<file path="src/design/scd_defines.svh">
// constants of the serial command decoder
`ifndef SCD_DEFINES_SVH
`define SCD_DEFINES_SVH

// instruction bytes
`define SCD_OP_RESET 8'hC0
`define SCD_OP_READ 8'h03
`define SCD_OP_WRITE 8'h02
`define SCD_OP_BITMOD 8'h05
`define SCD_OP_RD_STATUS 8'hA0
`define SCD_OP_RX_STATUS 8'hB0

// high five bits of the instruction families with embedded selects
`define SCD_FAM_RXREAD 5'h12
`define SCD_FAM_TXLOAD 5'h08
`define SCD_FAM_RTS 5'h10

// buffer address layout
`define SCD_TX_BASE 8'h30
`define SCD_RX_BASE 8'h60
`define SCD_BUF_STEP 8'h10
`define SCD_ID_OFS 8'h01
`define SCD_DATA_OFS 8'h06

// whole-byte write mask
`define SCD_MASK_ALL 8'hFF

// serial bits in one byte, less one
`define SCD_LAST_BIT 3'h7

`endif

</file>
<file path="src/design/scd_pkg.sv">
// types of the serial command decoder
package scd_pkg;

  // byte position within a command
  typedef enum logic [2:0] {
    SCD_S_CMD = 3'b000,
    SCD_S_ADDR = 3'b001,
    SCD_S_MASK = 3'b010,
    SCD_S_BMDATA = 3'b011,
    SCD_S_READ = 3'b100,
    SCD_S_WRITE = 3'b101,
    SCD_S_STAT = 3'b110,
    SCD_S_IGNORE = 3'b111
  } scd_state_t;

  // command that an address byte belongs to
  typedef enum logic [1:0] {
    SCD_OPK_READ = 2'b00,
    SCD_OPK_WRITE = 2'b01,
    SCD_OPK_BITMOD = 2'b10
  } scd_opk_t;

endpackage : scd_pkg

</file>
<file path="src/design/scd_byte_if.sv">
// byte stream between the serial shifter and the decoder
`timescale 1ns/1ps
interface scd_byte_if;
  logic frame_start;
  logic frame_end;
  logic byte_valid;
  logic [7:0] rx_byte;
  logic [7:0] tx_byte;

  // shifter side
  modport shf (
    output frame_start,
    output frame_end,
    output byte_valid,
    output rx_byte,
    input tx_byte
  );

  // decoder side
  modport dec (
    input frame_start,
    input frame_end,
    input byte_valid,
    input rx_byte,
    output tx_byte
  );
endinterface : scd_byte_if

</file>
<file path="src/design/scd_spi_shift.sv">
// serial shifter: pin sync, edge detect, byte in and byte out
`timescale 1ns/1ps
`include "scd_defines.svh"
module scd_spi_shift (
  // clock and reset
  input wire logic clk,
  input wire logic resetn,
  // serial pins
  input wire logic sck,
  input wire logic cs_n,
  input wire logic si,
  output logic so,
  output logic so_oe,
  // byte stream
  scd_byte_if.shf bi
);

  logic sck_s1_reg, sck_s2_reg, sck_d_reg;
  logic cs_s1_reg, cs_s2_reg, cs_d_reg;
  logic si_s1_reg, si_s2_reg;
  logic [2:0] cnt_reg, cnt_next;
  logic [6:0] sh_reg, sh_next;
  logic [7:0] out_reg, out_next;
  logic so_reg, so_next;
  logic oe_reg, oe_next;
  logic bv_reg, bv_next;
  logic [7:0] rxb_reg, rxb_next;
  logic fs_reg, fs_next;
  logic fe_reg, fe_next;
  logic rise, fall, sel;

  //////////////////////////////////////////////////////////////////////
  // two-stage synchronisers, third stage for edges
  always_ff @(posedge clk or negedge resetn) begin
    if (!resetn) begin
      sck_s1_reg <= 1'b0;
      sck_s2_reg <= 1'b0;
      sck_d_reg <= 1'b0;
      cs_s1_reg <= 1'b1;
      cs_s2_reg <= 1'b1;
      cs_d_reg <= 1'b1;
      si_s1_reg <= 1'b0;
      si_s2_reg <= 1'b0;
    end else begin
      sck_s1_reg <= sck;
      sck_s2_reg <= sck_s1_reg;
      sck_d_reg <= sck_s2_reg;
      cs_s1_reg <= cs_n;
      cs_s2_reg <= cs_s1_reg;
      cs_d_reg <= cs_s2_reg;
      si_s1_reg <= si;
      si_s2_reg <= si_s1_reg;
    end
  end

  assign rise = sck_s2_reg & ~sck_d_reg;
  assign fall = ~sck_s2_reg & sck_d_reg;
  assign sel = ~cs_s2_reg;

  //////////////////////////////////////////////////////////////////////
  // shift in on rising edge, out on falling edge
  always_comb begin
    cnt_next = cnt_reg;
    sh_next = sh_reg;
    out_next = out_reg;
    so_next = so_reg;
    oe_next = sel;
    bv_next = 1'b0;
    rxb_next = rxb_reg;
    fs_next = cs_d_reg & ~cs_s2_reg;
    fe_next = ~cs_d_reg & cs_s2_reg;
    if (!sel) begin
      cnt_next = 3'h0;
    end else if (rise) begin
      sh_next = {sh_reg[5:0], si_s2_reg};
      cnt_next = cnt_reg + 3'h1;
      if (cnt_reg == `SCD_LAST_BIT) begin
        bv_next = 1'b1;
        rxb_next = {sh_reg, si_s2_reg};
      end
    end else if (fall) begin
      // byte boundary: take a fresh byte from the decoder
      if (cnt_reg == 3'h0) begin
        so_next = bi.tx_byte[7];
        out_next = {bi.tx_byte[6:0], 1'b0};
      end else begin
        so_next = out_reg[7];
        out_next = {out_reg[6:0], 1'b0};
      end
    end
  end

  always_ff @(posedge clk or negedge resetn) begin
    if (!resetn) begin
      cnt_reg <= 3'h0;
      sh_reg <= 7'h00;
      out_reg <= 8'h00;
      so_reg <= 1'b0;
      oe_reg <= 1'b0;
      bv_reg <= 1'b0;
      rxb_reg <= 8'h00;
      fs_reg <= 1'b0;
      fe_reg <= 1'b0;
    end else begin
      cnt_reg <= cnt_next;
      sh_reg <= sh_next;
      out_reg <= out_next;
      so_reg <= so_next;
      oe_reg <= oe_next;
      bv_reg <= bv_next;
      rxb_reg <= rxb_next;
      fs_reg <= fs_next;
      fe_reg <= fe_next;
    end
  end

  assign so = so_reg;
  assign so_oe = oe_reg;
  assign bi.byte_valid = bv_reg;
  assign bi.rx_byte = rxb_reg;
  assign bi.frame_start = fs_reg;
  assign bi.frame_end = fe_reg;

endmodule : scd_spi_shift

</file>
<file path="src/design/scd_cmd_decoder.sv">
// serial command decoder of a CAN controller
//
// Behaviour
// - bit modify is instruction, address, mask, then data byte
// - bit modify changes only bits whose mask bit is one
// - masked bits take the data bit value, set on one, clear on zero
// - registers without bit modify get mask all ones, a byte write
// - byte 0xC0 resets all registers and enters configuration mode
// - byte 0x03 plus address reads registers from that address
// - 1001_0nm0 points at one of four receive locations and reads
// - receive buffer read clears its receive full flag at chip select high
// - byte 0x02 plus address writes data bytes from that address
// - 0100_0abc points at one of six transmit locations and writes
// - 1000_0nnn requests transmission for each buffer bit set
// - byte 0xA0 returns a quick transmit and receive status byte
// - byte 0xB0 returns filter match and message type byte
// - byte 0x05 is the masked bit modify instruction
// - receive status reports buffer zero in low bits when both full
// - first byte after chip select falls is always an instruction
// - input sampled on rising clock, output driven on falling clock
// - request to send with all select bits zero is ignored
// - read address advances after each byte shifted out
`timescale 1ns/1ps
`include "scd_defines.svh"
module scd_cmd_decoder (
  // clock and reset
  input wire logic clk,
  input wire logic resetn,
  // serial pins
  input wire logic sck,
  input wire logic cs_n,
  input wire logic si,
  output logic so,
  output logic so_oe,
  // register file access
  output logic [7:0] reg_addr,
  input wire logic [7:0] reg_rdata,
  input wire logic reg_bitmod_ok,
  output logic reg_we,
  output logic [7:0] reg_waddr,
  output logic [7:0] reg_wdata,
  output logic [7:0] reg_wmask,
  // device actions
  output logic soft_reset,
  output logic [2:0] transmit_request_set,
  output logic [1:0] receive_full_flag_clr,
  // quick status sources
  input wire logic [7:0] read_status_in,
  input wire logic [1:0] receive_full_flag,
  input wire logic [4:0] rx_desc_zero,
  input wire logic [4:0] rx_desc_one
);

  scd_byte_if bi ();

  scd_pkg::scd_state_t state_reg, state_next;
  scd_pkg::scd_opk_t op_reg, op_next;
  logic [7:0] ptr_reg, ptr_next;
  logic [7:0] mask_reg, mask_next;
  logic [7:0] tx_reg, tx_next;
  logic fetch_reg, fetch_next;
  logic stat_rx_reg, stat_rx_next;
  logic rxread_reg, rxread_next;
  logic rxbuf_reg, rxbuf_next;
  logic we_reg, we_next;
  logic [7:0] waddr_reg, waddr_next;
  logic [7:0] wdata_reg, wdata_next;
  logic [7:0] wmask_reg, wmask_next;
  logic sreset_reg, sreset_next;
  logic [2:0] rts_reg, rts_next;
  logic [1:0] rxclr_reg, rxclr_next;
  logic [7:0] b;
  logic [7:0] tx_base;
  logic [7:0] rx_stat;
  logic [7:0] read_ofs;

  //////////////////////////////////////////////////////////////////////
  // serial shifter
  scd_spi_shift u_shift (
    .clk(clk),
    .resetn(resetn),
    .sck(sck),
    .cs_n(cs_n),
    .si(si),
    .so(so),
    .so_oe(so_oe),
    .bi(bi.shf)
  );

  assign b = bi.rx_byte;

  // transmit buffer base picked by bits a and b
  always_comb begin
    unique case (b[2:1])
      2'b00: tx_base = `SCD_TX_BASE;
      2'b01: tx_base = `SCD_TX_BASE + `SCD_BUF_STEP;
      default: tx_base = `SCD_TX_BASE + `SCD_BUF_STEP + `SCD_BUF_STEP;
    endcase
  end

  // receive status, buffer zero first
  always_comb begin
    rx_stat = {receive_full_flag, 6'h00};
    if (receive_full_flag[0]) begin
      rx_stat[4:0] = rx_desc_zero;
    end else if (receive_full_flag[1]) begin
      rx_stat[4:0] = rx_desc_one;
    end
  end

  assign read_ofs = b[1] ? `SCD_DATA_OFS : `SCD_ID_OFS;

  //////////////////////////////////////////////////////////////////////
  // command sequencing
  always_comb begin
    state_next = state_reg;
    op_next = op_reg;
    ptr_next = ptr_reg;
    mask_next = mask_reg;
    tx_next = tx_reg;
    fetch_next = 1'b0;
    stat_rx_next = stat_rx_reg;
    rxread_next = rxread_reg;
    rxbuf_next = rxbuf_reg;
    we_next = 1'b0;
    waddr_next = waddr_reg;
    wdata_next = wdata_reg;
    wmask_next = wmask_reg;
    sreset_next = 1'b0;
    rts_next = 3'h0;
    rxclr_next = 2'h0;
    // register data for the next outgoing byte
    if (fetch_reg) begin
      tx_next = reg_rdata;
    end
    if (bi.frame_start) begin
      state_next = scd_pkg::SCD_S_CMD;
      tx_next = 8'h00;
      rxread_next = 1'b0;
    end else if (bi.frame_end) begin
      if (rxread_reg) begin
        rxclr_next = rxbuf_reg ? 2'b10 : 2'b01;
      end
      rxread_next = 1'b0;
      state_next = scd_pkg::SCD_S_CMD;
    end else if (bi.byte_valid) begin
      unique case (state_reg)
        scd_pkg::SCD_S_CMD: begin
          state_next = scd_pkg::SCD_S_IGNORE;
          if (b == `SCD_OP_RESET) begin
            sreset_next = 1'b1;
          end else if (b == `SCD_OP_READ) begin
            op_next = scd_pkg::SCD_OPK_READ;
            state_next = scd_pkg::SCD_S_ADDR;
          end else if (b == `SCD_OP_WRITE) begin
            op_next = scd_pkg::SCD_OPK_WRITE;
            state_next = scd_pkg::SCD_S_ADDR;
          end else if (b == `SCD_OP_BITMOD) begin
            op_next = scd_pkg::SCD_OPK_BITMOD;
            state_next = scd_pkg::SCD_S_ADDR;
          end else if (b == `SCD_OP_RD_STATUS) begin
            stat_rx_next = 1'b0;
            tx_next = read_status_in;
            state_next = scd_pkg::SCD_S_STAT;
          end else if (b == `SCD_OP_RX_STATUS) begin
            stat_rx_next = 1'b1;
            tx_next = rx_stat;
            state_next = scd_pkg::SCD_S_STAT;
          end else if (b[7:3] == `SCD_FAM_RXREAD && !b[0]) begin
            // n picks the buffer, m picks id or data
            ptr_next = `SCD_RX_BASE + (b[2] ? `SCD_BUF_STEP : 8'h00) + read_ofs;
            fetch_next = 1'b1;
            rxread_next = 1'b1;
            rxbuf_next = b[2];
            state_next = scd_pkg::SCD_S_READ;
          end else if (b[7:3] == `SCD_FAM_TXLOAD && b[2:1] != 2'b11) begin
            ptr_next = tx_base + (b[0] ? `SCD_DATA_OFS : `SCD_ID_OFS);
            state_next = scd_pkg::SCD_S_WRITE;
          end else if (b[7:3] == `SCD_FAM_RTS) begin
            rts_next = b[2:0];
          end
        end
        scd_pkg::SCD_S_ADDR: begin
          ptr_next = b;
          unique case (op_reg)
            scd_pkg::SCD_OPK_READ: begin
              fetch_next = 1'b1;
              state_next = scd_pkg::SCD_S_READ;
            end
            scd_pkg::SCD_OPK_WRITE: state_next = scd_pkg::SCD_S_WRITE;
            default: state_next = scd_pkg::SCD_S_MASK;
          endcase
        end
        scd_pkg::SCD_S_MASK: begin
          mask_next = b;
          state_next = scd_pkg::SCD_S_BMDATA;
        end
        scd_pkg::SCD_S_BMDATA: begin
          we_next = 1'b1;
          waddr_next = ptr_reg;
          wdata_next = b;
          wmask_next = reg_bitmod_ok ? mask_reg : `SCD_MASK_ALL;
          state_next = scd_pkg::SCD_S_IGNORE;
        end
        scd_pkg::SCD_S_WRITE: begin
          we_next = 1'b1;
          waddr_next = ptr_reg;
          wdata_next = b;
          wmask_next = `SCD_MASK_ALL;
          ptr_next = ptr_reg + 8'h01;
        end
        scd_pkg::SCD_S_READ: begin
          ptr_next = ptr_reg + 8'h01;
          fetch_next = 1'b1;
        end
        scd_pkg::SCD_S_STAT: begin
          tx_next = stat_rx_reg ? rx_stat : read_status_in;
        end
        scd_pkg::SCD_S_IGNORE: begin
          state_next = scd_pkg::SCD_S_IGNORE;
        end
      endcase
    end
  end

  always_ff @(posedge clk or negedge resetn) begin
    if (!resetn) begin
      state_reg <= scd_pkg::SCD_S_IGNORE;
      op_reg <= scd_pkg::SCD_OPK_READ;
      ptr_reg <= 8'h00;
      mask_reg <= 8'h00;
      tx_reg <= 8'h00;
      fetch_reg <= 1'b0;
      stat_rx_reg <= 1'b0;
      rxread_reg <= 1'b0;
      rxbuf_reg <= 1'b0;
      we_reg <= 1'b0;
      waddr_reg <= 8'h00;
      wdata_reg <= 8'h00;
      wmask_reg <= 8'h00;
      sreset_reg <= 1'b0;
      rts_reg <= 3'h0;
      rxclr_reg <= 2'h0;
    end else begin
      state_reg <= state_next;
      op_reg <= op_next;
      ptr_reg <= ptr_next;
      mask_reg <= mask_next;
      tx_reg <= tx_next;
      fetch_reg <= fetch_next;
      stat_rx_reg <= stat_rx_next;
      rxread_reg <= rxread_next;
      rxbuf_reg <= rxbuf_next;
      we_reg <= we_next;
      waddr_reg <= waddr_next;
      wdata_reg <= wdata_next;
      wmask_reg <= wmask_next;
      sreset_reg <= sreset_next;
      rts_reg <= rts_next;
      rxclr_reg <= rxclr_next;
    end
  end

  // outputs straight from flops
  assign bi.tx_byte = tx_reg;
  assign reg_addr = ptr_reg;
  assign reg_we = we_reg;
  assign reg_waddr = waddr_reg;
  assign reg_wdata = wdata_reg;
  assign reg_wmask = wmask_reg;
  assign soft_reset = sreset_reg;
  assign transmit_request_set = rts_reg;
  assign receive_full_flag_clr = rxclr_reg;

  logic cmd_ok;
  logic [2:0] rx_low3;
  assign cmd_ok = bi.byte_valid && state_reg == scd_pkg::SCD_S_CMD;
  assign rx_low3 = bi.rx_byte[2:0];
endmodule : scd_cmd_decoder

</file>
<file path="config.mk">
export PLATFORM = sky130hd
export DESIGN_NAME = scd_cmd_decoder
export DESIGN_NICKNAME = d
export VERILOG_FILES = /design/src/design/scd_pkg.sv /design/src/design/scd_byte_if.sv /design/src/design/scd_spi_shift.sv /design/src/design/scd_cmd_decoder.sv
export VERILOG_INCLUDE_DIRS = /design/src /design/src/design
export SDC_FILE = /design/constraint.sdc
export NUM_CORES = 1
export LEC_CHECK = 0
export BUFFER_PORTS_ARGS = -buffer_cell sky130_fd_sc_hd__clkbuf_2
export CORE_ASPECT_RATIO = 1.5
export CORE_MARGIN = 8
export CORE_UTILIZATION = 38
export DETAILED_ROUTE_END_ITERATION = 6
export PLACE_DENSITY_LB_ADDON = 0.05
export SLEW_MARGIN = 5
export SYNTH_ARGS = -nofsm -noshare
export SYNTH_HDL_FRONTEND = slang
export SYNTH_SLANG_ARGS = --single-unit
</file>
<file path="constraint.sdc">
create_clock -name clk -period 2.4 [get_ports clk]
set_clock_uncertainty 0.15 [all_clocks]
set_input_delay 0.12 -clock clk [delete_from_list [all_inputs] [get_ports clk]]
set_output_delay 0.12 -clock clk [all_outputs]
set_load 0.02 [all_outputs]
</file>
==> flow_summary.ini, run 1 <==
[place]
dp_hpwl_mm = 8.44
gp_congestion = 0.895
portBuffers = 74
placedCellCount = 659
dpl_cell_area_mm2 = 0.00541

[setup_path]
cp.depth = 3
crit_chain = or3b_1 -> or3_1 -> mux2_4
slowest_delay_ns = 0.57
critPathLaunchType = flip-flop
path_buf_inv = 0
regToRegStartpoint = u_shift.bi.frame_start$_DFF_PN0_
cpMaxStageDelayCell = or3_1
path_class = reg2reg
crit_start = u_shift.bi.frame_start$_DFF_PN0_
path_delay_family = simple AND/OR/NAND/NOR gates
arrival_ns = 2.25
cp-endpoint = mask_reg[7]$_DFFE_PN0P_
r2r-end = mask_reg[7]$_DFFE_PN0P_
rrSetupSlack_ns = 0.22
worstPathRequired_ns = 2.47
r2r_cells = 3
cp_max_fo = 9
endpoint_kind = flip-flop

[finish]
seqCellArea_mm2 = 0.00256
stdcell_area_mm2 = 0.00585
final_common_cell = dfrtp_1
drive_above_1_share = 0.316
n_fill_cell = 1180
syn_to_final_growth_pct = 21.1
diodes = 0
multiInputGateArea_mm2 = 0.00211
nets = 565
layout.cells.non_filler = 688
layout_common_cells = 96 x dfrtp_1, 73 x clkbuf_2, 48 x nor2_1

[clock_tree]
worstSkewPairLatency_ns = 0.34
cts_tree = built
cts_buffers = 9
cts_setup_buffers = 0
cts.htree.levels = 3
clk_pin_slew_worst_paths_ns = 0.07
cts.path.max_buffers = 2
root_buffer = clkbuf_16
cts.sinks = 102

[power_and_ir_drop]
power_density_mw_per_mm2 = 607
power_leakage_uw = 0.00280
ir_drop_uv = 332

[yosys]
syn_nets = 477
synth_edf_count = 0
ys.flop_type = dfrtp_1
synth_cells = 439
async_reset_ff_frac = 1.00
seq_area_frac_synth = 0.530
ys_ff_latch = 102
syn_area_per_cell_um2 = 11.0
synth.distinct_cells = 64
netlist_area_mm2 = 0.00483
ys_warn_count = 0

[routing]
ant_nets = 0
viasPerCell = 5.19
drt_pass1_iterations = 4
vias = 3568
wl_mm = 11.6
first_iter_violations = 132
routedWlPerCell_um = 16.9
drc = 0

[grt]
grt_first_pass_wirelength_mm = 19.5
grt_start_max_net_pins = 47
grt_pass1_vias = 3760
overflow = 0
grtUsageTotal = 0.147
antenna_found_initial = 0

[die]
ioPinCount = 75
rows = 50
die_y_um = 154
die_x_um = 108
start_util = 0.388
die_area_mm2 = 0.0166
core_area_mm2 = 0.0124

[sta]
final.setup.tns_ns = 0
fin_crit_ns = 2.18
slew_violations = 0
tightest_slew_ns = 0.571
clock.fmax_mhz = 458
slew_headroom = 0.619
finalHoldViolCount = 0
grt_setup_unrepaired = false
fin_crit_sh = 0.910
setup_violations = 0

[hold_path]
holdPathStages = 4
hp-class = in2reg

[job]
drv_cap = 0

[run_status]
outcome = complete, no violations
==> power by group <==
group	total, uW	internal, uW	leakage (uW)	switching [uW]
registers	1860	1800	0.00132	53.2
clock network	1460	864	0.000146	600
logic	231	117	0.00134	114
total	3550	2780	0.00280	767
==> cell usage after synthesis (2+ instances only) <==
master    number  area share
or2_2          2      0.0026
mux2i_1       15       0.031
buf_2          7      0.0073
nor3_1         6      0.0062
ha_1           4       0.010
nor2_1        48       0.037
dfrtp_1       96        0.50
xnor2_1        2      0.0036
a31oi_1        3      0.0039
inv_1          9      0.0070
buf_6          2      0.0047
nand3_1        7      0.0073
clkbuf_1      15       0.012
a211oi_1       3      0.0047
nor4_1         2      0.0026
o211ai_1       3      0.0047
a21oi_1       26       0.027
dfstp_2        6       0.033
o21a_1         2      0.0031
or3_1          3      0.0039
o21ai_0       34       0.035
mux2_2        35       0.082
and3_1         9       0.012
buf_1          2      0.0016
a32oi_1        2      0.0036
nand2b_1       4      0.0052
mux2_4         7       0.022
a22oi_1       11       0.017
nand2_1       31       0.024
buf_4          2      0.0031
a221oi_1       2      0.0036
nor2b_1        5      0.0065
nor3b_1        3      0.0047
==> worst min-delay path by stage <==
stage | startpoint | end | slack [ns]
after detailed placement | resetn | reg_wmask[2]$_DFFE_PN0P_ | -0.04
after global placement | resetn | reg_wmask[2]$_DFFE_PN0P_ | -0.05
after floorplan | resetn | bi.tx_byte[0]$_DFF_PN0_ | -0.33
final | read_status_in[7] | bi.tx_byte[7]$_DFF_PN0_ | 0.03
after CTS | read_status_in[7] | bi.tx_byte[7]$_DFF_PN0_ | 0.02
after global routing | read_status_in[7] | bi.tx_byte[7]$_DFF_PN0_ | 0.07
==> repair_timing <==
action / CTS / global route
hold buffers: 13 / 0
hold endpoints to repair: 44 / 0
setup endpoints to repair: 0 / 8
gates resized for setup: 0 / 1
==> routing by layer <==
| layer | wire length (um) | vias up | track usage |
|---|---|---|---|
| met5 | 0 | - | 0 |
| met4 | 318 | 0 | 0.0730 |
| met3 | 602 | 20 | 0.0331 |
| met2 | 5540 | 85 | 0.230 |
| met1 | 5180 | 1721 | 0.184 |
| li1 | - | 1742 | - |
==> logic make-up (layout without fill, tap and decap cells) <==
family	Yosys count	count (layout)	share of synthesized area
mux	57	57	0.134
simple gates	135	135	0.148
flops	102	102	0.530
fa+ha+maj	4	4	0.0104
xor+xnor	3	3	0.00544
compound gates	101	101	0.136
buf+inv	37	130	0.0352
==> final cells by class <==
| cell class | instances | share of cell area |
|---|---|---|
| Sequential cell | 102 | 0.438 |
| Multi-Input combinational cell | 300 | 0.360 |
| Timing Repair Buffer | 105 | 0.111 |
| Clock buffer | 13 | 0.0445 |
| Tap cell | 156 | 0.0334 |
| Clock inverter | 3 | 0.00727 |
| Inverter | 9 | 0.00578 |
==> metrics by stage <==
| stage | setup WS [ns] | power (uW) | hold WS [ns] | util |
|---|---|---|---|---|
| 3_5_place_dp | 0.113 | 2110 | -0.0362 | 0.434 |
| 3_3_place_gp | 0.183 | 2100 | -0.0479 | 0.434 |
| 2_1_floorplan | 0.432 | 1990 | -0.326 | - |
| 5_1_grt | 0.134 | 3720 | 0.0653 | 0.470 |
| 4_1_cts | 0.0868 | 3620 | 0.0239 | 0.469 |
| 6_report | 0.217 | 3550 | 0.0271 | 0.470 |
==> worst reg2reg max path, cell delays in order, from the launching register on <==
cell and delay (ns):
dfrtp_1 0.44, or3b_1 0.52, or3_1 0.58, mux2_4 0.37
(Power assumes the default switching activity.)
==> run 2, diff against run 1 <==
CTS_BUF_LIST = sky130_fd_sc_hd__clkbuf_4 sky130_fd_sc_hd__clkbuf_8   (was default)
==> run 2 against run 1 <==
  * Clock-buffer cell count unchanged
  * Combinational power about the same
  * Largest power group unchanged
  * Cell area down 1.3%
  * Highest routed layer unchanged
==> flow_summary.ini, run 2 (synthesized netlist as in run 1, its figures left out) <==
[sta]
fin_crit_ns = 2.19
fin_hold_ws_ns = 0.0302
slew_headroom = 0.615
final.setup.tns_ns = 0
finalHoldViolCount = 0
setup_violations = 0
fin_crit_sh = 0.912
tightest_slew_ns = 0.578
grt_setup_unrepaired = false
slew_violations = 0
clock.fmax_mhz = 457

[setup_path]
r2r_cells = 3
arrival_ns = 2.29
regToRegStartpoint = u_shift.bi.frame_start$_DFF_PN0_
rrSetupSlack_ns = 0.21
cpMaxStageDelayCell = or3_1
crit_chain = or3b_1 -> or3_1 -> mux2_4
slowest_delay_ns = 0.58
endpoint_kind = flip-flop
r2r-end = mask_reg[7]$_DFFE_PN0P_
path_class = reg2reg
worstPathRequired_ns = 2.50
cp_max_fo = 9
critPathLaunchType = flip-flop

[hold_path]
hp-class = in2reg
hold_end = bi.tx_byte[6]$_DFF_PN0_
holdPathStages = 4
min-delay-start = read_status_in[6]

[die]
ioPinCount = 75
die_area_mm2 = 0.0166
rows = 50
core_area_mm2 = 0.0124
die_x_um = 108
start_util = 0.388
die_y_um = 154

[grt]
overflow = 0
antenna_found_initial = 0
grtUsageTotal = 0.146
grt_first_pass_wirelength_mm = 19.4
grt_pass1_vias = 3764
grt_start_max_net_pins = 47

[routing]
drt_pass1_iterations = 4
first_iter_violations = 111
wl_mm = 11.7
routedWlPerCell_um = 17.0
ant_nets = 0
vias = 3550
viasPerCell = 5.14
drc = 0

[clock_tree]
cts.sinks = 102
root_buffer = clkbuf_8
worstSkewPairLatency_ns = 0.37
cts.path.max_buffers = 2
cts_tree = built
clk_pin_slew_worst_paths_ns = 0.10
cts.htree.levels = 3
cts_setup_buffers = 0
cts_buffers = 9

[finish]
utilization = 0.464
final_common_cell = dfrtp_1
diodes = 0
stdcell_area_mm2 = 0.00578
layout_common_cells = 96 x dfrtp_1, 73 x clkbuf_2, 48 x nor2_1
nets = 567
syn_to_final_growth_pct = 19.6
drive_above_1_share = 0.318

[place]
portBuffers = 74
dpl_cell_area_mm2 = 0.00541
gp_congestion = 0.895
dp_hpwl_mm = 8.44

[run_status]
outcome = complete, no violations

[power_and_ir_drop]
power_leakage_uw = 0.00277
power_density_mw_per_mm2 = 557
report.power.total_uw = 3220
ir_drop_uv = 234

[job]
drv_cap = 0
## run 2: cell count changes in the layout (fill, tap and decap cells not counted), sizes merged
cell	before	now
dlygate4sd3	13	15
## run 2: how the worst max path moves through the flow
stage,slack [ns],endpoint,depth (start not counted),from
floorplan,0.43,stat_rx_reg$_DFFE_PN0P_,5,u_shift.bi.rx_byte[1]$_DFFE_PN0P_
global placement,0.18,reg_addr[6]$_DFFE_PN0P_,5,u_shift.bi.rx_byte[5]$_DFFE_PN0P_
detailed placement,0.11,reg_addr[5]$_DFFE_PN0P_,5,u_shift.bi.rx_byte[5]$_DFFE_PN0P_
CTS,0.08,reg_addr[5]$_DFFE_PN0P_,5,u_shift.bi.rx_byte[5]$_DFFE_PN0P_
global route,0.13,reg_addr[5]$_DFFE_PN0P_,5,state_reg[1]$_DFFE_PN1P_
finish,0.21,mask_reg[7]$_DFFE_PN0P_,3,u_shift.bi.frame_start$_DFF_PN0_
## run 2: final cells by class
type | count | area (um2)
clock inverters | 3 | 42.5
fillers | 1192 | 6670
clock buffers | 13 | 166
well taps | 156 | 195
inverters | 9 | 33.8
repair buffers | 107 | 671
multi-input cells | 300 | 2110
flip-flops and latches | 102 | 2560
## run 2: per-layer routing
layer	share of wire	track usage	routed length (um)
met1	0.45	0.182	5280
met2	0.48	0.231	5560
met3	0.048	0.0310	560
met4	0.025	0.0757	298
met5	0	0	0
## run 2: what timing repair did
| action | in CTS | in global routing |
|---|---|---|
| hold endpoints to repair | 87 | 0 |
| endpoints found under the setup margin | 0 | 8 |
| hold buffers | 15 | 0 |
| resized for setup | 0 | 1 |
## run 2: worst max-delay path, delay by kind of cell, from the launching register on
kind / cells / cell delay [ns]
flip-flops: 1 / 0.46
AND/OR/NAND/NOR: 2 / 1.10
multiplexers: 1 / 0.37
## run 2: where the power goes
group	internal, uW	switching (uW)	leakage [uW]
logic	120	114	0.00135
registers	1800	53.0	0.00132
clock network	562	570	0.000106
total	2480	736	0.00277
## run 2: per-stage QoR
stage	worst slack, ns	std cells
after floorplan	0.432	439
after global placement	0.183	659
after detailed placement	0.113	659
after CTS	0.0798	690
after global routing	0.132	690
final	0.212	690
==> run 3, diff against run 2 <==
MAX_ROUTING_LAYER = met4   (was default)
PLACE_DENSITY = 0.62   (was default)
PLACE_DENSITY_LB_ADDON = default   (was 0.05)
==> run 3 against run 2 <==
  * Register-to-register slack is essentially flat
  * Sequential share of layout area decreased by 0.38 points
  * Clock power increased by 9.7%
  * Non-clock buffer count increased by 2
  * Combinational power is 3% higher
  * Critical path type unchanged
  * Setup slack got worse by 0.0035 ns
  * Core utilization up 0.40 points
  * Critical endpoint is now mask_reg[1]$_DFFE_PN0P_
  * Highest routed layer unchanged
==> flow_summary.ini, run 3 (synthesized netlist as in run 1, its figures left out) <==
[clock_tree]
cts_tree = built
worstSkewPairLatency_ns = 0.38
clk_pin_slew_worst_paths_ns = 0.10
cts_buffers = 9
cts.htree.levels = 3
cts.sinks = 102
cts.path.max_buffers = 2
root_buffer = clkbuf_8

[setup_path]
arrival_ns = 2.31
slowest_delay_ns = 0.57
critPathLaunchType = flip-flop
endpoint_kind = flip-flop
path_buf_inv = 0
cp_max_fo = 9
crit_chain = or3b_1 -> or3_1 -> mux2_4
rrSetupSlack_ns = 0.21
path_delay_family = simple AND/OR/NAND/NOR gates
path_class = reg2reg
worstPathRequired_ns = 2.52
cpMaxStageDelayCell = or3_1

[place]
gp_congestion = 0.897
portBuffers = 74
dp_hpwl_mm = 8.48
place_ws_ns = 0.216

[die]
core_area_mm2 = 0.0124
die_y_um = 154
die_x_um = 108
start_util = 0.388
die_area_mm2 = 0.0166
rows = 50
ioPinCount = 75

[grt]
antenna_found_initial = 0
overflow = 0
grt_pass1_vias = 3741
grt_first_pass_wirelength_mm = 19.2
grt_start_max_net_pins = 56
grtUsageTotal = 0.149

[routing]
viasPerCell = 5.20
drt_pass1_iterations = 4
routedWlPerCell_um = 16.9
vias = 3599
wl_mm = 11.7
first_iter_violations = 184
ant_nets = 0
drc = 0

[power_and_ir_drop]
power_leakage_uw = 0.00279
power_density_mw_per_mm2 = 572
ir_drop_uv = 282

[sta]
final.setup.tns_ns = 0
slew_headroom = 0.556
fin_crit_ns = 2.19
finalHoldViolCount = 0
grt_setup_unrepaired = false
clock.fmax_mhz = 456
setup_ws_ns = 0.208
setup_violations = 0
fin_hold_ws_ns = 0.0227
tightest_slew_ns = 0.660
slew_violations = 0
fin_crit_sh = 0.913

[finish]
n_fill_cell = 1171
drive_above_1_share = 0.315
nets = 569
final_common_cell = dfrtp_1
diodes = 0
syn_to_final_growth_pct = 20.7
layout_common_cells = 96 x dfrtp_1, 73 x clkbuf_2, 48 x nor2_1

[hold_path]
hp-class = in2reg

[run_status]
outcome = complete, no violations

[job]
drv_cap = 0
==> run 3: per-stage QoR <==
stage	utilization	cells	instance area (um2)	power, uW
6_report	0.468	692	5830	3330
5_1_grt	0.468	692	5830	3470
4_1_cts	0.468	692	5830	3370
3_5_place_dp	0.435	658	5410	2110
3_3_place_gp	0.435	658	5410	2100
2_1_floorplan	-	439	4830	1990
==> run 3: worst paths after layout <==
path	from	end	cells after the start
worst max-delay path	u_shift.bi.frame_start$_DFF_PN0_	mask_reg[1]$_DFFE_PN0P_	3
worst min-delay path	receive_full_flag[1]	bi.tx_byte[7]$_DFF_PN0_	4
worst max register to register	u_shift.bi.frame_start$_DFF_PN0_	mask_reg[1]$_DFFE_PN0P_	3
worst min register to register	u_shift.si_s1_reg$_DFF_PN0_	u_shift.si_s2_reg$_DFF_PN0_	0
max in group asynchronous	resetn	transmit_request_set[0]$_DFF_PN0_	3
min in group asynchronous	resetn	reg_wdata[0]$_DFFE_PN0P_	3
==> run 3: layout make-up <==
cell class / instances / area [um2] / share of cell area
sequential: 102 / 2560 / 0.439
tap: 156 / 195 / 0.0335
multi-input combinational: 300 / 2100 / 0.360
inverter: 9 / 33.8 / 0.00580
clock inverter: 5 / 81.3 / 0.0140
timing repair buffer: 109 / 706 / 0.121
clock buffer: 11 / 151 / 0.0260
==> run 3: repair_timing <==
action / 4_1_cts / 5_1_grt
hold buffers: 18 / 0
resized for setup: 0 / 0
setup buffers: 0 / 0
hold endpoints to repair: 109 / 0
endpoints found under the setup margin: 0 / 0
==> run 3: where the power goes <==
group	internal, uW	total (uW)	switching, uW
Sequential	1800	1850	52.7
Combinational	123	240	117
Clock	644	1240	597
==> run 3: worst register-to-register path, delay by kind of cell (launching register included) <==
kind / cells / cell delay (ns)
and+or+nand+nor: 2 / 1.10
DFF: 1 / 0.45
muxes: 1 / 0.38
==> run 3: layer usage <==
layer / track usage / share of wire
met1: 0.172 / 0.42
met2: 0.248 / 0.52
met3: 0.0226 / 0.042
met4: 0.0684 / 0.022
met5: - / 0
